**src/qpc_pkg.sv**
```systemverilog
// Package for the QoS priority classifier: constants, types and register map
package qpc_pkg;

  localparam int unsigned NUM_PORTS   = 10;
  localparam int unsigned NUM_QUEUES  = 4;
  localparam int unsigned COS_ENTRIES = 8;
  localparam int unsigned TOS_ENTRIES = 64;

  // Priority levels as queue indices
  localparam logic [1:0] LVL_LOWEST = 2'h0;
  localparam logic [1:0] LVL_LOW    = 2'h1;
  localparam logic [1:0] LVL_MIDDLE = 2'h2;
  localparam logic [1:0] LVL_HIGH   = 2'h3;

  // Priority-type selection codes
  localparam logic [2:0] SEL_DISABLE   = 3'h0;
  localparam logic [2:0] SEL_PORT      = 3'h1;
  localparam logic [2:0] SEL_COS_ONLY  = 3'h2;
  localparam logic [2:0] SEL_TOS_ONLY  = 3'h3;
  localparam logic [2:0] SEL_COS_FIRST = 3'h4;
  localparam logic [2:0] SEL_TOS_FIRST = 3'h5;

  // Weights of the weighted scheduler, lowest queue first
  localparam logic [3:0] WGT_Q0 = 4'h1;
  localparam logic [3:0] WGT_Q1 = 4'h2;
  localparam logic [3:0] WGT_Q2 = 4'h4;
  localparam logic [3:0] WGT_Q3 = 4'h8;

  // Register byte offsets
  localparam logic [11:0] OFS_CTRL     = 12'h000;
  localparam logic [11:0] OFS_PORT_LVL = 12'h004;
  localparam logic [11:0] OFS_COS_MAP  = 12'h008;
  localparam logic [11:0] OFS_TOS_BASE = 12'h010;
  localparam logic [11:0] OFS_STATUS   = 12'h020;
  localparam logic [11:0] OFS_COUNT    = 12'h024;

  // Control register fields
  localparam int unsigned CTRL_STRICT_BIT = 0;
  localparam int unsigned CTRL_SEL_LSB    = 4;

  // Reset values
  localparam logic [31:0] RST_CTRL     = 32'h0000_0000;
  localparam logic [19:0] RST_PORT_LVL = 20'h0_0000;
  localparam logic [15:0] RST_COS_MAP  = 16'h0000;

  typedef struct packed {
    logic [3:0] port;
    logic       is_ip;
    logic       has_cos;
    logic [2:0] cos;
    logic [5:0] tos;
  } qpc_frame_t;

  typedef struct packed {
    logic       strict;
    logic [2:0] sel;
  } qpc_cfg_t;

endpackage

```
**src/qpc_classifier.sv**
```systemverilog
// QoS priority classifier with APB registers and egress scheduler
//
// The register addresses and register access over APB were left to the implementer.
`timescale 1ns/1ps
`default_nettype none
// Overview of operation
// - Ten per-port levels, four values each
// - Eight-entry class-of-service level table
// - Sixty-four-entry type-of-service level table
// - Type-of-service table resets to lowest
// - Type-of-service-only IP frames use table entry
// - Weighted scheduling in 8:4:2:1 ratio
// - Strict mode serves highest non-empty queue
// - Five priority selections plus disable
// - First-source selections fall back otherwise
module qpc_classifier
  import qpc_pkg::*;
#(
  parameter int unsigned NPORTS = NUM_PORTS
) (
  input  wire logic         pclk,
  input  wire logic         presetn,
  input  wire logic         ce,
  input  wire logic         psel,
  input  wire logic         penable,
  input  wire logic         pwrite,
  input  wire logic [11:0]  paddr,
  input  wire logic [31:0]  pwdata,
  output logic              pready,
  output logic              pslverr,
  output logic [31:0]       prdata,
  input  wire logic         in_valid,
  input  wire qpc_frame_t   in_frame,
  output logic              out_valid,
  output logic [3:0]        out_port,
  output logic [1:0]        out_queue,
  input  wire logic [3:0]   q_nonempty,
  input  wire logic         grant_ready,
  output logic              grant_valid,
  output logic [1:0]        grant_q
);

  if (NPORTS != 10) begin : g_bad_nports
    $error("qpc_classifier serves exactly ten ports");
  end

  qpc_cfg_t          cfg_q;
  logic [2*NPORTS-1:0] port_lvl_q;
  logic [15:0]       cos_map_q;
  logic [1:0]        tos_map_q [TOS_ENTRIES];
  logic [15:0]       frame_cnt_q;
  logic              wr_en;
  logic              rd_en;
  logic              addr_ok;
  logic              tos_hit;
  logic [1:0]        tos_word;
  logic [31:0]       tos_rd;
  logic [1:0]        lvl_port;
  logic [1:0]        lvl_cos;
  logic [1:0]        lvl_tos;
  logic              cos_avail;
  logic              tos_avail;
  logic [1:0]        lvl_d;
  logic              frame_ok;

  // Single-cycle access phase, no wait states
  assign pready  = 1'b1;
  assign wr_en   = ce && psel && penable && pwrite && addr_ok;
  assign rd_en   = psel && penable && !pwrite;
  assign tos_hit = (paddr[11:4] == OFS_TOS_BASE[11:4]);
  assign tos_word = paddr[3:2];

  always_comb begin
    addr_ok = 1'b0;
    case (paddr)
      OFS_CTRL, OFS_PORT_LVL, OFS_COS_MAP, OFS_STATUS, OFS_COUNT: addr_ok = 1'b1;
      default: addr_ok = tos_hit && (paddr[1:0] == 2'h0);
    endcase
  end

  // Unmapped addresses answer with an error and read as zero
  assign pslverr = psel && penable && !addr_ok;

  always_ff @(posedge pclk or negedge presetn) begin
    if (!presetn) begin
      cfg_q.strict <= RST_CTRL[CTRL_STRICT_BIT];
      cfg_q.sel    <= RST_CTRL[CTRL_SEL_LSB +: 3];
    end else if (wr_en && paddr == OFS_CTRL) begin
      cfg_q.strict <= pwdata[CTRL_STRICT_BIT];
      // Unused selection codes fall back to disable
      cfg_q.sel    <= (pwdata[CTRL_SEL_LSB +: 3] > SEL_TOS_FIRST) ?
                      SEL_DISABLE : pwdata[CTRL_SEL_LSB +: 3];
    end
  end

  always_ff @(posedge pclk or negedge presetn) begin
    if (!presetn) begin
      port_lvl_q <= RST_PORT_LVL;
    end else if (wr_en && paddr == OFS_PORT_LVL) begin
      port_lvl_q <= pwdata[2*NPORTS-1:0];
    end
  end

  always_ff @(posedge pclk or negedge presetn) begin
    if (!presetn) begin
      cos_map_q <= RST_COS_MAP;
    end else if (wr_en && paddr == OFS_COS_MAP) begin
      cos_map_q <= pwdata[15:0];
    end
  end

  // Sixteen two-bit entries per word, four words
  generate
    for (genvar e = 0; e < TOS_ENTRIES; e++) begin : g_tos
      always_ff @(posedge pclk or negedge presetn) begin
        if (!presetn) begin
          tos_map_q[e] <= LVL_LOWEST;
        end else if (wr_en && tos_hit && tos_word == 2'(e / 16)) begin
          tos_map_q[e] <= pwdata[2*(e%16) +: 2];
        end
      end
    end
  endgenerate

  always_comb begin
    tos_rd = 32'h0000_0000;
    for (int k = 0; k < 16; k++) begin
      tos_rd[2*k +: 2] = tos_map_q[{tos_word, 4'(k)}];
    end
  end

  always_ff @(posedge pclk or negedge presetn) begin
    if (!presetn) begin
      prdata <= 32'h0000_0000;
    end else if (ce && psel && !penable && !pwrite) begin
      // Read data is latched in setup so it is a flip-flop at access
      prdata <= 32'h0000_0000;
      case (paddr)
        OFS_CTRL:     prdata <= {25'h0, cfg_q.sel, 3'h0, cfg_q.strict};
        OFS_PORT_LVL: prdata <= {12'h0, port_lvl_q};
        OFS_COS_MAP:  prdata <= {16'h0, cos_map_q};
        OFS_STATUS:   prdata <= {26'h0, grant_valid, grant_q, q_nonempty[0], out_queue};
        OFS_COUNT:    prdata <= {16'h0, frame_cnt_q};
        default:      prdata <= addr_ok ? tos_rd : 32'h0000_0000;
      endcase
    end
  end

  // Lookups for one arriving frame
  assign lvl_port  = port_lvl_q[2*in_frame.port +: 2];
  assign lvl_cos   = cos_map_q[2*in_frame.cos +: 2];
  assign lvl_tos   = tos_map_q[in_frame.tos];
  assign cos_avail = in_frame.has_cos;
  assign tos_avail = in_frame.is_ip;
  // Only frames from existing ports are classified; others would index past the table
  assign frame_ok  = ce && in_valid && (in_frame.port < 4'(NPORTS));

  always_comb begin
    lvl_d = LVL_LOWEST;
    case (cfg_q.sel)
      SEL_PORT:     lvl_d = lvl_port;
      SEL_COS_ONLY: lvl_d = cos_avail ? lvl_cos : LVL_LOWEST;
      SEL_TOS_ONLY: lvl_d = tos_avail ? lvl_tos : LVL_LOWEST;
      SEL_COS_FIRST: begin
        // Fallback order: other header source, then port level
        if (cos_avail) lvl_d = lvl_cos;
        else if (tos_avail) lvl_d = lvl_tos;
        else lvl_d = lvl_port;
      end
      SEL_TOS_FIRST: begin
        if (tos_avail) lvl_d = lvl_tos;
        else if (cos_avail) lvl_d = lvl_cos;
        else lvl_d = lvl_port;
      end
      default: lvl_d = LVL_LOWEST;
    endcase
  end

  // Frames from a non-existent port are dropped, not classified
  always_ff @(posedge pclk or negedge presetn) begin
    if (!presetn) begin
      out_valid <= 1'b0;
      out_port  <= 4'h0;
      out_queue <= LVL_LOWEST;
    end else if (ce) begin
      out_valid <= frame_ok;
      if (frame_ok) begin
        out_port  <= in_frame.port;
        out_queue <= lvl_d;
      end
    end
  end

  always_ff @(posedge pclk or negedge presetn) begin
    if (!presetn) begin
      frame_cnt_q <= 16'h0000;
    end else if (ce && out_valid) begin
      frame_cnt_q <= frame_cnt_q + 16'h0001;
    end
  end

  qpc_sched #(
    .NQ (NUM_QUEUES)
  ) u_sched (
    .pclk        (pclk),
    .presetn     (presetn),
    .ce          (ce),
    .strict      (cfg_q.strict),
    .q_nonempty  (q_nonempty),
    .grant_ready (grant_ready),
    .grant_valid (grant_valid),
    .grant_q     (grant_q)
  );

  AST_TOS_ONLY: assert property (@(posedge pclk) disable iff (!presetn)
    (frame_ok && in_frame.is_ip && cfg_q.sel == SEL_TOS_ONLY)
    |=> out_valid && out_queue == $past(tos_map_q[in_frame.tos]))
    else $error("type-of-service-only frame got wrong queue");

  AST_PORT_BASED: assert property (@(posedge pclk) disable iff (!presetn)
    (frame_ok && cfg_q.sel == SEL_PORT) |=> out_queue == $past(lvl_port))
    else $error("port-based frame got wrong queue");

  AST_COS_FIRST: assert property (@(posedge pclk) disable iff (!presetn)
    (frame_ok && cfg_q.sel == SEL_COS_FIRST && !in_frame.has_cos && !in_frame.is_ip)
    |=> out_queue == $past(lvl_port))
    else $error("class-of-service-first fallback wrong");

  AST_DISABLE: assert property (@(posedge pclk) disable iff (!presetn)
    (frame_ok && cfg_q.sel == SEL_DISABLE) |=> out_queue == LVL_LOWEST)
    else $error("disabled selection did not give lowest");

  AST_SEL_LEGAL: assert property (@(posedge pclk) disable iff (!presetn)
    cfg_q.sel <= SEL_TOS_FIRST)
    else $error("illegal selection stored");

  AST_COS_MAP: assert property (@(posedge pclk) disable iff (!presetn)
    (frame_ok && in_frame.has_cos && cfg_q.sel == SEL_COS_ONLY)
    |=> out_queue == $past(cos_map_q[2*in_frame.cos +: 2]))
    else $error("class-of-service mapping wrong");

  AST_TOS_RESET: assert property (@(posedge pclk)
    $rose(presetn) |-> tos_map_q[0] == LVL_LOWEST && tos_map_q[63] == LVL_LOWEST)
    else $error("type-of-service table not lowest after reset");

  AST_TOS_WRITE: assert property (@(posedge pclk) disable iff (!presetn)
    (wr_en && paddr == OFS_TOS_BASE + 12'h00c) |=> tos_map_q[63] == $past(pwdata[31:30]))
    else $error("type-of-service entry 63 not written");

  AST_TOS_FIRST: assert property (@(posedge pclk) disable iff (!presetn)
    (frame_ok && in_frame.is_ip && cfg_q.sel == SEL_TOS_FIRST)
    |=> out_queue == $past(tos_map_q[in_frame.tos]))
    else $error("type-of-service-first frame got wrong queue");

  AST_TOS_FIRST_COS: assert property (@(posedge pclk) disable iff (!presetn)
    (frame_ok && !in_frame.is_ip && in_frame.has_cos && cfg_q.sel == SEL_TOS_FIRST)
    |=> out_queue == $past(cos_map_q[2*in_frame.cos +: 2]))
    else $error("type-of-service-first fallback to class of service wrong");

  AST_COS_FIRST_TOS: assert property (@(posedge pclk) disable iff (!presetn)
    (frame_ok && !in_frame.has_cos && in_frame.is_ip && cfg_q.sel == SEL_COS_FIRST)
    |=> out_queue == $past(tos_map_q[in_frame.tos]))
    else $error("class-of-service-first fallback to type of service wrong");

  AST_ONLY_ABSENT: assert property (@(posedge pclk) disable iff (!presetn)
    (frame_ok && ((cfg_q.sel == SEL_COS_ONLY && !in_frame.has_cos) ||
                  (cfg_q.sel == SEL_TOS_ONLY && !in_frame.is_ip)))
    |=> out_queue == LVL_LOWEST)
    else $error("single-source selection without its field not lowest");

  AST_DROP_PORT: assert property (@(posedge pclk) disable iff (!presetn)
    (ce && in_valid && in_frame.port >= 4'(NPORTS)) |=> !out_valid && $stable(out_queue))
    else $error("frame from a missing port was classified");

  AST_FREEZE: assert property (@(posedge pclk) disable iff (!presetn)
    !ce |=> $stable(out_valid) && $stable(frame_cnt_q) && $stable(port_lvl_q) &&
            $stable(cfg_q) && $stable(prdata))
    else $error("state changed while the clock enable was low");

  AST_PORT_WRITE: assert property (@(posedge pclk) disable iff (!presetn)
    (wr_en && paddr == OFS_PORT_LVL) |=> port_lvl_q == $past(pwdata[2*NPORTS-1:0]))
    else $error("port level write not stored");

  AST_COS_WRITE: assert property (@(posedge pclk) disable iff (!presetn)
    (wr_en && paddr == OFS_COS_MAP) |=> cos_map_q == $past(pwdata[15:0]))
    else $error("class-of-service table write not stored");

  AST_COUNT: assert property (@(posedge pclk) disable iff (!presetn)
    (ce && out_valid) |=> frame_cnt_q == $past(frame_cnt_q) + 16'h0001)
    else $error("classified frame not counted");

  AST_CTRL_WRITE: assert property (@(posedge pclk) disable iff (!presetn)
    (wr_en && paddr == OFS_CTRL && pwdata[CTRL_SEL_LSB +: 3] <= SEL_TOS_FIRST)
    |=> cfg_q.sel == $past(pwdata[CTRL_SEL_LSB +: 3]))
    else $error("legal selection not stored");

  AST_SEL_FALLBACK: assert property (@(posedge pclk) disable iff (!presetn)
    (wr_en && paddr == OFS_CTRL && pwdata[CTRL_SEL_LSB +: 3] > SEL_TOS_FIRST)
    |=> cfg_q.sel == SEL_DISABLE)
    else $error("unused selection code not turned into disable");

  AST_UNMAPPED_READ: assert property (@(posedge pclk) disable iff (!presetn)
    (rd_en && !addr_ok && $past(ce)) |-> pslverr && prdata == 32'h0000_0000)
    else $error("unmapped read did not answer with an error and zero");

endmodule
`default_nettype wire

```
**src/qpc_sched.sv**
```systemverilog
// Egress scheduler over the four priority queues, weighted or strict
`timescale 1ns/1ps
`default_nettype none
module qpc_sched
  import qpc_pkg::*;
#(
  parameter int unsigned NQ = NUM_QUEUES
) (
  input  wire logic          pclk,
  input  wire logic          presetn,
  input  wire logic          ce,
  input  wire logic          strict,
  input  wire logic [NQ-1:0] q_nonempty,
  input  wire logic          grant_ready,
  output logic               grant_valid,
  output logic [1:0]         grant_q
);

  if (NQ != 4) begin : g_bad_nq
    $error("qpc_sched supports exactly four queues");
  end

  logic [3:0] credit_q [NQ];
  logic [3:0] wgt [NQ];
  logic [1:0] strict_pick;
  logic [1:0] wrr_pick;
  logic       wrr_found;
  logic       take;

  assign wgt[0] = WGT_Q0;
  assign wgt[1] = WGT_Q1;
  assign wgt[2] = WGT_Q2;
  assign wgt[3] = WGT_Q3;

  always_comb begin
    strict_pick = 2'h0;
    for (int i = 0; i < NQ; i++) begin
      if (q_nonempty[i]) strict_pick = 2'(i);
    end
  end

  // Highest non-empty queue that still holds credit in this round
  always_comb begin
    wrr_pick  = 2'h0;
    wrr_found = 1'b0;
    for (int i = 0; i < NQ; i++) begin
      if (q_nonempty[i] && credit_q[i] != 4'h0) begin
        wrr_pick  = 2'(i);
        wrr_found = 1'b1;
      end
    end
  end

  assign grant_valid = |q_nonempty;
  assign grant_q     = (strict || !wrr_found) ? strict_pick : wrr_pick;
  assign take        = ce && grant_valid && grant_ready;

  // New round reloads every credit, so queues share in 8:4:2:1
  always_ff @(posedge pclk or negedge presetn) begin
    if (!presetn) begin
      credit_q[0] <= WGT_Q0;
      credit_q[1] <= WGT_Q1;
      credit_q[2] <= WGT_Q2;
      credit_q[3] <= WGT_Q3;
    end else if (take && !strict) begin
      for (int i = 0; i < NQ; i++) begin
        if (!wrr_found) credit_q[i] <= wgt[i] - ((2'(i) == grant_q) ? 4'h1 : 4'h0);
        else if (2'(i) == grant_q) credit_q[i] <= credit_q[i] - 4'h1;
      end
    end
  end

  AST_STRICT_HIGHEST: assert property (@(posedge pclk) disable iff (!presetn)
    (strict && grant_valid) |-> !(|(q_nonempty >> (grant_q + 3'h1))))
    else $error("strict grant skipped a higher non-empty queue");

  AST_WRR_CREDIT: assert property (@(posedge pclk) disable iff (!presetn)
    (!strict && wrr_found) |-> credit_q[grant_q] != 4'h0 && credit_q[grant_q] <= wgt[grant_q])
    else $error("weighted grant to a queue without credit");

endmodule
`default_nettype wire

```
**config.mk**
```make
export PLATFORM = sky130hd
export DESIGN_NAME = qpc_classifier
export DESIGN_NICKNAME = d
export VERILOG_FILES = /design/src/qpc_pkg.sv /design/src/qpc_classifier.sv /design/src/qpc_sched.sv
export SDC_FILE = /design/constraint.sdc
export NUM_CORES = 1
export LEC_CHECK = 0
export BUFFER_PORTS_ARGS = -buffer_cell sky130_fd_sc_hd__buf_2
export CAP_MARGIN = 25
export CORE_ASPECT_RATIO = 1.5
export CORE_UTILIZATION = 45
export DETAILED_ROUTE_END_ITERATION = 12
export GPL_TIMING_DRIVEN = 0
export SLEW_MARGIN = 40
export SYNTH_ARGS = -nofsm -noshare
export SYNTH_HDL_FRONTEND = slang
export SYNTH_HIERARCHICAL = 1
export SYNTH_SLANG_ARGS = --single-unit
```
**constraint.sdc**
```tcl
create_clock -name pclk -period 2.93 [get_ports pclk]
set_input_delay 0.1465 -clock pclk [delete_from_list [all_inputs] [get_ports pclk]]
set_output_delay 0.1465 -clock pclk [all_outputs]
set_load 0.005 [all_outputs]
```
==> impl_summary.log, run 1 <==
[metrics] pre-CTS WS: ~0.15 ns
[metrics] sequential cell area fraction in the yosys report: 0.469
[metrics] max-cap check violation count: 0
[metrics] Max transition margin: 0.416
[metrics] Hold Fails Final Rpt: 0
[metrics] antenna violation net count after detailed routing: 0
[metrics] Die ar.: roughly 0.029 mm2
[metrics] Worst Path Arrival: 2.56 ns
[metrics] number of gates resized after cts: 0
[metrics] largest fanout of any net on the critical path: 11
[metrics] number of distinct library cell variants in the gate-level netlist after synthesis: 73
[metrics] P&R area growth vs syn: 18.3%
[metrics] largest net degree at the start of global routing: 73
[metrics] kind of path behind the tightest hold check: input port to flop
[metrics] Post-Synthesis Cell Area: ~0.013 mm2
[metrics] std cell rows: between 70 and 80
[metrics] Synth async-reset ratio: 1.00
[metrics] worst clock skew: around 0.012 ns
[metrics] final RePlAce weighted congestion: between 0.9 and 1
[metrics] Synth Flop Type: sky130_fd_sc_hd__dfrtp_1
[metrics] later-pin clock latency in the skew report: between 0.5 and 0.6 ns
[metrics] effective utilization at floorplan: 0.457
[metrics] Post-DP HPWL: between 20000 and 30000 um
[metrics] commonest non-fill, non-tap cell in the layout: sky130_fd_sc_hd__dfrtp_1
[metrics] wire per inst: 25.7 um
[metrics] cts bufs inserted: 26
[metrics] unrepaired setup endpoints after global routing: false
[metrics] number of synthesized register bits: about 240
[metrics] worst hold margin: approximately 0.067 ns
[metrics] Avg Synthesized Cell Area: roughly 13 um2
[metrics] largest buffer count on any clock path: 3
[metrics] net count reported at finish: between 1000 and 1500
[metrics] drt drc: 0
[metrics] Final Routed Wirelength: 38600 um
[metrics] overall track demand over capacity in global routing: 0.272
[metrics] required time reported for the critical path endpoint: ~2.8 ns
[metrics] DP Area: approximately 0.014 mm2
[metrics] count of flip-flops with a built-in enable after synthesis: 0
[metrics] Max Transition Viols Final: 0
[metrics] standby leakage power: ~7.2 nW
[metrics] final design utilization: 0.540
[metrics] final-layout setup total negative slack: 0 ns
[metrics] total via count after detailed routing: 9237
[metrics] CTS clock-pin slew for the worst setup and hold paths: roughly 0.060 ns
[metrics] # setup viols final: 0
[metrics] number of global-route vias before repair: 9380
[metrics] vias per cell: 6.15
[metrics] PwrDens: slightly above 500 mW/mm2
[metrics] timing-limited maximum frequency: ~0.37 GHz
[metrics] initial detailed-routing violation count: about 570
[metrics] top-level I/O count: ~120
[metrics] run status: completed
[metrics] global-route wire length before repair: around 59000 um
[metrics] post-route cell area: 0.0151 mm2
[metrics] fraction of final layout cells with drive strength greater than 1: 0.398
[metrics] smallest setup slack after layout: 0.227 ns
[metrics] Sink Count: 239
[metrics] VDD IR-drop max: 404 uV
[metrics] Synth Instances: around 970
[metrics] final worst path period need: roughly 2.7 ns
[metrics] count of buffers from port buffering: around 110
[metrics] Clk Tree Root Cell: sky130_fd_sc_hd__clkbuf_16
[metrics] slew at the pin closest to its max-slew limit: between 0.8 and 0.9 ns
[metrics] critical path type: flop to output pin
[metrics] Core ar.: ~0.028 mm2
[metrics] Overflow after GRT: 0
[metrics] element type at the critical path start: flop
[metrics] syn nets: 1043
[metrics] highest-count cells in the layout ignoring fill and taps: sky130_fd_sc_hd__dfrtp_1 (235), sky130_fd_sc_hd__buf_2 (134), sky130_fd_sc_hd__mux2_2 (118)
[metrics] number of warning messages in the yosys log: 6
[metrics] TritonCTS clock tree: built
[metrics] antenna violations before repair: 1
[metrics] DRT Pass-1 Iters: 6
[metrics] die boundary height: between 200 and 250 um
[metrics] type of element capturing the critical path: output pin
[metrics] number of H-tree levels: 1
[metrics] final antenna diode count: 0
[metrics] period utilisation layout: 0.923
[metrics] overall die width: ~140 um
registers in the layout, indices dropped and copies added, names as in the netlist:
signal,count
u_sched/credit_q,16
out_port,4
port_lvl_q,20
cos_map_q,16
tos_map_q,128
out_queue,2
out_valid,1
prdata,32
frame_cnt_q,16
cfg_q,4
logic make-up after synthesis:
kind of cell	count (synthesis)	synth area share
muxes	265	0.312
DFF	239	0.469
xor gates and xnor gates	15	0.0103
other	1	0.000294
and+or+nand+nor	206	0.0805
buffers and inverters	82	0.0324
adders and majority gates	7	0.00686
AOI/OAI and AO/OA	150	0.0887
metal layers:
| layer | global-route usage | vias up | part of all wire |
|---|---|---|---|
| li1 | - | 4045 | - |
| met2 | 0.475 | 373 | 0.51 |
| met5 | 0 | - | 0.00034 |
| met1 | 0.346 | 4746 | 0.40 |
| met3 | 0.0368 | 71 | 0.057 |
| met4 | 0.0936 | 2 | 0.032 |
cell type report:
| class | instances | area, um2 |
|---|---|---|
| Buffer | 66 | 355 |
| Clock buffer | 36 | 769 |
| Clock inverter | 8 | 123 |
| Fill cell | 2394 | 12900 |
| Inverter | 16 | 60.1 |
| Multi-Input combinational cell | 644 | 6390 |
| Sequential cell | 239 | 5990 |
| Tap cell | 346 | 433 |
| Timing Repair Buffer | 146 | 988 |
critical path: stages (launching register included):
cell	delay [ns]
sky130_fd_sc_hd__dfrtp_1	0.41
sky130_fd_sc_hd__inv_1	0.09
sky130_fd_sc_hd__ha_1	0.19
sky130_fd_sc_hd__nor3b_2	0.42
sky130_fd_sc_hd__nor3_1	0.12
sky130_fd_sc_hd__o211a_4	0.30
sky130_fd_sc_hd__inv_2	0.09
sky130_fd_sc_hd__buf_4	0.23
sky130_fd_sc_hd__buf_2	0.15
stage by stage:
stage	power (mW)	instances
after global routing	7.87	1501
after floorplan	3.84	965
final	7.62	1501
after global placement	4.15	1418
after CTS	7.68	1501
after detailed placement	4.18	1421
cells in the mapped netlist (all sizes together) (7+ instances only):
cell type / instances / share of area
nor4: 9 / 0.0044
ha: 7 / 0.0069
nor2b: 11 / 0.0054
or3: 9 / 0.0044
a221oi: 11 / 0.0075
mux2i: 16 / 0.013
nor3: 9 / 0.0039
o21ai: 37 / 0.014
buf: 42 / 0.021
a22oi: 9 / 0.0053
a22o: 10 / 0.0069
mux4: 71 / 0.13
o211ai: 9 / 0.0053
nand2: 81 / 0.024
nand4: 9 / 0.0044
nand2b: 9 / 0.0044
xnor2: 9 / 0.0062
nand3: 19 / 0.0074
a21oi: 11 / 0.0043
clkbuf: 24 / 0.0071
dfrtp: 235 / 0.46
nor2: 27 / 0.0079
mux2: 178 / 0.17
inv: 15 / 0.0044
final timing paths:
| path | from | cells past startpoint | slack (ns) | to |
|---|---|---|---|---|
| setup reg to reg | u_sched/credit_q[8] | 10 | 0.30 | prdata[3] |
| hold / removal | in_frame[12] | 3 | 0.07 | out_port[1] |
| setup / recovery | u_sched/credit_q[4] | 8 | 0.23 | grant_q[0] |
| min in group asynchronous | presetn | 2 | 0.11 | frame_cnt_q[7] |
| hold reg to reg | prdata[5] | 1 | 0.47 | prdata[5] |
| max in group asynchronous | presetn | 3 | 2.09 | u_sched/credit_q[9] |
repair_timing:
item / CTS / global route
hold buffers: 36 / 0
endpoints found under the setup margin: 0 / 0
buffers inserted: 0 / 0
hold endpoints to repair: 392 / 0
power by group:
group          total [mW]  internal [mW]  switching (mW)
Clock                3.47           2.09            1.38
Combinational       0.685          0.278           0.407
Sequential           3.47           3.38          0.0913
Note: power is estimated with default switching activity, not from simulation.
==> run 2, diff against run 1 <==
--- a/config.mk
+++ b/config.mk
@@ -11,6 +11,7 @@
 export CORE_UTILIZATION = 45
 export DETAILED_ROUTE_END_ITERATION = 12
 export GPL_TIMING_DRIVEN = 0
+export PLACE_DENSITY = 0.66
 export SLEW_MARGIN = 40
 export SYNTH_ARGS = -nofsm -noshare
 export SYNTH_HDL_FRONTEND = slang
==> constraint.sdc (replaced) <==
create_clock -name pclk -period 2.2 [get_ports pclk]
set_input_delay 0.11 -clock pclk [delete_from_list [all_inputs] [get_ports pclk]]
set_output_delay 0.11 -clock pclk [all_outputs]
set_load 0.005 [all_outputs]
==> run 2 against run 1 <==
Sequential share of layout area decreased by 0.98 points. Flip-flop and latch count did not move. Sequential power rose by 33%. Non-clock buffer count up 32. Global-route usage down 0.11 points. Wire length fell by 0.34%. Via count grew 2.9%. The run now ends with setup timing left. Die area stayed put. Design area is 2.5% higher. First-iteration DRC count rose by 41%. Count of clock-buffer cells in the layout did not move.
==> impl_summary.log, run 2 (synthesized netlist as in run 1, its figures left out) <==
[metrics] run status: complete, but fails checks
[metrics] failing checks: setup timing
[metrics] critical path type: flop to output pin
[metrics] final antenna diode count: 0 (unchanged)
[metrics] net count reported at finish: 1247 (+2.5%)
[metrics] cts bufs inserted: 24 (-7.7%)
[metrics] PwrDens: 626 mW/mm2 (+24%)
[metrics] top-level I/O count: 115 (unchanged)
[metrics] VDD IR-drop max: 507 uV (+26%)
[metrics] number of global-route vias before repair: 9782 (+4.3%)
[metrics] Int Power: 7.21 mW (+26%)
[metrics] Top reg by flops: tos_map_q
[metrics] Clk Tree Root Cell: sky130_fd_sc_hd__clkbuf_16
[metrics] slew at the pin closest to its max-slew limit: 0.830 ns (-0.0395 ns)
[metrics] Inst Count DP: 1421 (unchanged)
[metrics] kind of path behind the tightest hold check: input port to flop
[metrics] final RePlAce weighted congestion: 0.954 (+2.1%)
[metrics] fraction of final layout cells with drive strength greater than 1: 0.438 (+0.0396)
[metrics] vias per cell: 6.22 (+1.0%)
[metrics] overall track demand over capacity in global routing: 0.271 (-0.00111)
[metrics] element type at the critical path start: flop
[metrics] Worst Path Arrival: 2.28 ns (-0.28 ns)
[metrics] # setup viols final: 9 (+9)
[metrics] Sink Count: 239 (unchanged)
[metrics] initial detailed-routing violation count: 810 (+41%)
[metrics] std cell rows: 75 (unchanged)
[metrics] period utilisation layout: 1.09
[metrics] pre-CTS WS: -0.469 ns (-0.623 ns)
[metrics] required time reported for the critical path endpoint: 2.09 ns (-0.69 ns)
[metrics] smallest setup slack after layout: -0.193 ns (-0.419 ns)
[metrics] largest fanout of any net on the critical path: 4 (-7)
[metrics] effective utilization at floorplan: 0.457 (unchanged)
[metrics] Post-DP HPWL: 27500 um (-2.2%)
[metrics] P_sw: 2.48 mW (+32%)
[metrics] DRT Pass-1 Iters: 5 (-1)
[metrics] total via count after detailed routing: 9507 (+2.9%)
[metrics] antenna violation net count after detailed routing: 0 (unchanged)
[metrics] global-route wire length before repair: 59600 um (+0.44%)
[metrics] Critical Path, Cell by Cell: inv_2 -> ha_4 -> or3b_4 -> o211ai_1 -> o211a_4 -> inv_4 -> buf_12 -> buf_4 -> buf_6
[metrics] type of element capturing the critical path: output pin
[metrics] commonest non-fill, non-tap cell in the layout: sky130_fd_sc_hd__dfrtp_1
[metrics] Met3 Wirelength: 2120 um (-3.1%)
[metrics] largest net degree at the start of global routing: 75 (+2.7%)
[metrics] max-cap check violation count: 0 (unchanged)
[metrics] routed length on met1: 15100 um (-2.0%)
[metrics] final design utilization: 0.554 (+0.0137)
[metrics] drt drc: 0 (unchanged)
[metrics] highest-count cells in the layout ignoring fill and taps: sky130_fd_sc_hd__dfrtp_1 (235), sky130_fd_sc_hd__buf_2 (130), sky130_fd_sc_hd__mux2_2 (117)
[metrics] later-pin clock latency in the skew report: 0.53 ns (about the same)
[metrics] Overflow after GRT: 0 (unchanged)
[metrics] final worst path period need: around 2.4 ns
[metrics] Largest register FFs: 128 (unchanged)
[metrics] P&R area growth vs syn: 21.3%
[metrics] number of H-tree levels: 1 (unchanged)
[metrics] unrepaired setup endpoints after global routing: true
[metrics] Flop pwr share: 0.476 (+0.021)
[metrics] worst clock skew: 0.0152 ns (+0.00320 ns)
[metrics] Max Transition Viols Final: 0 (unchanged)
[metrics] Crit-path slowest cell: sky130_fd_sc_hd__or3b_4
[metrics] wire per inst: 25.1 um (-2.2%)
[metrics] timing-limited maximum frequency: between 0.4 and 0.5 GHz
[metrics] standby leakage power: 7.29 nW (+1.7%)
[metrics] combinational fraction of design power: 0.117 (+0.027)
[metrics] count of buffers from port buffering: 107 (unchanged)
[metrics] TritonCTS clock tree: built
[metrics] largest buffer count on any clock path: 3 (unchanged)
[metrics] Final Non-Filler Cells: 1529 (+1.9%)
[metrics] die boundary height: 208 um (unchanged)
[metrics] clock network fraction of total power: 0.407 (-0.048)
[metrics] Die ar.: 0.0291 mm2 (unchanged)
[metrics] CTS clock-pin slew for the worst setup and hold paths: 0.07 ns (about the same)
[metrics] Final Routed Wirelength: 38400 um (-0.34%)
[metrics] net switching share of the total power: 0.256 (+0.00956)
[metrics] stage delay of the slowest cell on the critical path: 0.38 ns (-0.04 ns)
[metrics] overall die width: 140 um (unchanged)
[metrics] Core ar.: 0.0280 mm2 (unchanged)
[metrics] Largest regs: tos_map_q x128, prdata x32, port_lvl_q x20
[metrics] uppermost layer routed: met5
[metrics] Hold Fails Final Rpt: 0 (unchanged)
[metrics] metal2 WL: 19100 um (-3.3%)
[metrics] Max transition margin: 0.442 (+0.0265)
[metrics] antenna violations before repair: 1 (unchanged)
-- run 2: changes by cell type in the layout (fill, tap and decap cells not counted), sizes merged --
cell      before  now
buf          152  183
bufinv         3    0
clkinv         5    3
clkbuf        60   61
clkinvlp       0    1
-- run 2: worst max-delay path: cells and delay by family (launching register included) --
kind / cells / cell delay (ns)
fa+ha+maj: 1 / 0.13
flops: 1 / 0.37
simple gates: 1 / 0.38
buf+inv: 5 / 0.51
compound gates: 2 / 0.36
-- run 2: area by class of cell --
class	count	area (um2)
plain buffers	65	380
clock buffers	36	707
clock inverters	4	26.3
fillers	2323	12500
inverters	16	70.1
multi-input cells	644	6610
flip-flops and latches	239	5990
well taps	346	433
repair buffers	179	1270
-- run 2: stage by stage --
step	setup TNS [ns]	hold WS [ns]	cell area (um2)	power (mW)
after floorplan	-0.0205	-0.186	12800	5.12
after detailed placement	-38.62	0.0715	13900	5.56
after global placement	-795.61	0.390	13800	5.51
after global routing	-1.79	0.0560	15500	10.0
after CTS	-0.422	0.00972	15200	9.66
final	-0.873	0.0420	15500	9.69
-- run 2: worst paths after layout --
path,slack [ns],end,cells past startpoint,startpoint
worst max-delay path,-0.19,grant_q[0],9,u_sched/credit_q[9]
worst min-delay path,0.04,out_port[1],5,in_valid
worst max register to register,-0.15,prdata[3],10,u_sched/credit_q[9]
worst min register to register,0.47,prdata[6],2,prdata[6]
max in group asynchronous,0.69,u_sched/credit_q[6],5,presetn
min in group asynchronous,0.09,port_lvl_q[9],2,presetn
-- run 2: repair_timing --
action,4_1_cts,5_1_grt
pin swaps,13,17
hold buffers,36,0
endpoints found under the setup margin,16,29
resized for setup,25,47
buffers inserted,23,12
hold endpoints to repair,264,0
-- run 2: power by group through the flow --
stage	Clock, mW	Sequential (mW)	Combinational, mW
4_1_cts	4.01	4.61	1.04
6_report	3.95	4.61	1.13
3_3_place_gp	0	4.69	0.825
2_1_floorplan	0	4.65	0.464
5_1_grt	4.18	4.62	1.23
3_5_place_dp	0	4.69	0.870
-- run 2: metal layers --
layer  vias up  track usage
met5         -            0
met4         2        0.141
met3       120       0.0306
met2       441        0.465
met1      4843        0.337
li1       4101            -
==> run 3, diff against run 2 <==
--- a/config.mk
+++ b/config.mk
@@ -17,3 +17,4 @@
 export SYNTH_HDL_FRONTEND = slang
 export SYNTH_HIERARCHICAL = 1
 export SYNTH_SLANG_ARGS = --single-unit
+export TNS_END_PERCENT = 1
==> run 3 against run 2 <==
Count of clock-buffer cells in the layout did not move. Hold slack got worse by 0.0073 ns. Via count is 0.13% lower. Power shrank 0.60%. Non-clock buffer count decreased by 9. Critical endpoint unchanged. Clock skew about the same. Register-to-register slack lost 0.07 ns. Clock power about the same. Critical path depth is the same. The flow still finishes with violations (setup timing). Die area did not move.
==> impl_summary.log, run 3 (synthesized netlist as in run 1, its figures left out) <==
[metrics] Flop pwr share: 0.478 (+0.002)
[metrics] VDD IR-drop max: 507 uV (about the same)
[metrics] vias per cell: 6.25 (+0.47%)
[metrics] Int Power: 7.18 mW (-0.41%)
[metrics] Hold Fails Final Rpt: 0 (unchanged)
[metrics] initial detailed-routing violation count: 811 (+0.12%)
[metrics] DP Area: 0.0139 mm2 (unchanged)
[metrics] Worst Path Arrival: 2.32 ns (+0.04 ns)
[metrics] final antenna diode count: 0 (unchanged)
[metrics] Largest register FFs: 128 (unchanged)
[metrics] number of H-tree levels: 1 (unchanged)
[metrics] Core ar.: 0.0280 mm2 (unchanged)
[metrics] largest net degree at the start of global routing: 75 (unchanged)
[metrics] kind of path behind the tightest hold check: input port to flop
[metrics] net switching share of the total power: 0.255 (-0.00146)
[metrics] final design utilization: 0.547 (-0.00658)
[metrics] Largest regs: tos_map_q x128, prdata x32, port_lvl_q x20
[metrics] required time reported for the critical path endpoint: 2.09 ns (about the same)
[metrics] largest fanout of any net on the critical path: 4 (unchanged)
[metrics] effective utilization at floorplan: 0.457 (unchanged)
[metrics] wire per inst: 25.1 um (about the same)
[metrics] drt drc: 0 (unchanged)
[metrics] commonest non-fill, non-tap cell in the layout: sky130_fd_sc_hd__dfrtp_1
[metrics] highest-count cells in the layout ignoring fill and taps: sky130_fd_sc_hd__dfrtp_1 (235), sky130_fd_sc_hd__buf_2 (130), sky130_fd_sc_hd__mux2_2 (117)
[metrics] net count reported at finish: 1238 (-0.72%)
[metrics] slew at the pin closest to its max-slew limit: 0.847 ns (+0.0175 ns)
[metrics] final worst path period need: 2.43 ns (+0.0372 ns)
[metrics] P&R area growth vs syn: 19.8%
[metrics] total via count after detailed routing: 9495 (-0.13%)
[metrics] combinational fraction of design power: 0.112 (-0.005)
[metrics] CTS clock-pin slew for the worst setup and hold paths: 0.07 ns (about the same)
[metrics] overall track demand over capacity in global routing: 0.271 (about the same)
[metrics] fraction of final layout cells with drive strength greater than 1: 0.426 (-0.0120)
[metrics] clock network fraction of total power: 0.409 (+0.002)
[metrics] post-route cell area: 0.0153 mm2 (-1.2%)
[metrics] smallest setup slack after layout: -0.230 ns (-0.0372 ns)
[metrics] standby leakage power: 7.22 nW (-0.98%)
[metrics] Overflow after GRT: 0 (unchanged)
[metrics] worst clock skew: 0.0154 ns (+0.000226 ns)
[metrics] P_sw: 2.46 mW (-1.2%)
[metrics] die boundary height: 208 um (unchanged)
[metrics] antenna violation net count after detailed routing: 0 (unchanged)
[metrics] Clk Tree Root Cell: sky130_fd_sc_hd__clkbuf_16
[metrics] Final Routed Wirelength: 38200 um (-0.63%)
[metrics] cts bufs inserted: 24 (unchanged)
[metrics] top-level I/O count: 115 (unchanged)
[metrics] timing-limited maximum frequency: 0.412 GHz (-1.5%)
[metrics] PwrDens: 629 mW/mm2 (+0.59%)
[metrics] run status: complete, but fails checks
[metrics] count of buffers from port buffering: 107 (unchanged)
[metrics] Max transition margin: 0.430 (-0.0118)
[metrics] antenna violations before repair: 1 (unchanged)
[metrics] period utilisation layout: 1.10 (+0.0169)
[metrics] Die ar.: 0.0291 mm2 (unchanged)
[metrics] Top reg by flops: tos_map_q
[metrics] Post-DP HPWL: 27500 um (unchanged)
[metrics] number of global-route vias before repair: 9789 (+0.072%)
[metrics] TritonCTS clock tree: built
[metrics] total power: 9.64 mW (-0.60%)
[metrics] largest buffer count on any clock path: 3 (unchanged)
[metrics] type of element capturing the critical path: output pin
[metrics] global-route wire length before repair: 59500 um (about the same)
[metrics] unrepaired setup endpoints after global routing: true
[metrics] std cell rows: 75 (unchanged)
[metrics] Sink Count: 239 (unchanged)
[metrics] final RePlAce weighted congestion: 0.954 (unchanged)
[metrics] # setup viols final: 14 (+5)
[metrics] element type at the critical path start: flop
[metrics] DRT Pass-1 Iters: 8 (+3)
[metrics] failing checks: setup timing
[metrics] Max Transition Viols Final: 0 (unchanged)
[metrics] critical path type: flop to output pin
[metrics] max-cap check violation count: 0 (unchanged)
[metrics] later-pin clock latency in the skew report: 0.53 ns (about the same)
[metrics] overall die width: 140 um (unchanged)
==> run 3: cell count changes in the layout (fill, tap and decap cells not counted), moves of 2 or more <==
cell	delta
sky130_fd_sc_hd__a2111oi_1	+2
sky130_fd_sc_hd__buf_4	-3
sky130_fd_sc_hd__o311ai_4	-3
sky130_fd_sc_hd__o221ai_2	-2
sky130_fd_sc_hd__o221ai_1	+2
sky130_fd_sc_hd__buf_8	-2
sky130_fd_sc_hd__o311ai_2	+3
sky130_fd_sc_hd__buf_6	-3
==> run 3: critical path: stages (launching register included) <==
cell and delay (ns):
sky130_fd_sc_hd__dfstp_2 0.38, sky130_fd_sc_hd__inv_2 0.09, sky130_fd_sc_hd__ha_4 0.13, sky130_fd_sc_hd__or3b_4 0.39
sky130_fd_sc_hd__o211ai_1 0.14, sky130_fd_sc_hd__o211a_4 0.24, sky130_fd_sc_hd__inv_4 0.05, sky130_fd_sc_hd__buf_12 0.13
sky130_fd_sc_hd__buf_4 0.14, sky130_fd_sc_hd__buf_6 0.10
==> run 3: path summary, 6_finish.rpt <==
| check | start | end | slack [ns] | depth (start not counted) |
|---|---|---|---|---|
| setup / recovery | u_sched/credit_q[9] | grant_q[0] | -0.23 | 9 |
| hold / removal | in_valid | out_port[1] | 0.03 | 5 |
| setup reg to reg | u_sched/credit_q[9] | prdata[3] | -0.22 | 10 |
| hold reg to reg | out_port[2] | out_port[2] | 0.47 | 2 |
| max in group asynchronous | presetn | u_sched/credit_q[6] | 0.69 | 5 |
| min in group asynchronous | presetn | prdata[11] | 0.10 | 2 |
==> run 3: metrics by stage <==
stage               std cells  hold slack [ns]  setup slack (ns)  setup TNS, ns
detailed placement       1421           0.0715            -0.469         -38.62
CTS                      1518          0.00972            -0.141         -0.395
global placement         1418            0.390             -3.27        -795.61
floorplan                 965           -0.186           -0.0205        -0.0205
global route             1520           0.0560            -0.312          -2.33
finish                   1520           0.0347            -0.230          -1.42
==> run 3: per-layer routing <==
| metal | routed length, um | global-route usage | share of wire |
|---|---|---|---|
| met1 | 14700 | 0.336 | 0.39 |
| met2 | 19100 | 0.465 | 0.50 |
| met3 | 2220 | 0.0304 | 0.058 |
| met4 | 2130 | 0.143 | 0.056 |
| met5 | 14 | 0 | 0.00037 |
==> run 3: cell type report <==
| class | count | area [um2] |
|---|---|---|
| flip-flops and latches | 239 | 5990 |
| multi-input cells | 644 | 6530 |
| repair buffers | 169 | 1180 |
| well taps | 346 | 433 |
| plain buffers | 66 | 383 |
| inverters | 16 | 65.1 |
| fillers | 2355 | 12700 |
| clock buffers | 36 | 707 |
| clock inverters | 4 | 26.3 |
==> run 3: what timing repair did <==
action	in CTS	in global routing
gates resized for setup	25	21
endpoints found under the setup margin	16	29
pin swaps	12	6
setup buffers	21	2
hold endpoints to repair	264	0
hold buffers	36	0
==> run 3: power groups by stage <==
| stage | registers [mW] | clock network [mW] | logic, mW |
|---|---|---|---|
| global route | 4.62 | 4.18 | 1.18 |
| global placement | 4.69 | 0 | 0.825 |
| CTS | 4.61 | 4.01 | 1.04 |
| floorplan | 4.65 | 0 | 0.464 |
| finish | 4.61 | 3.94 | 1.08 |
| detailed placement | 4.69 | 0 | 0.870 |
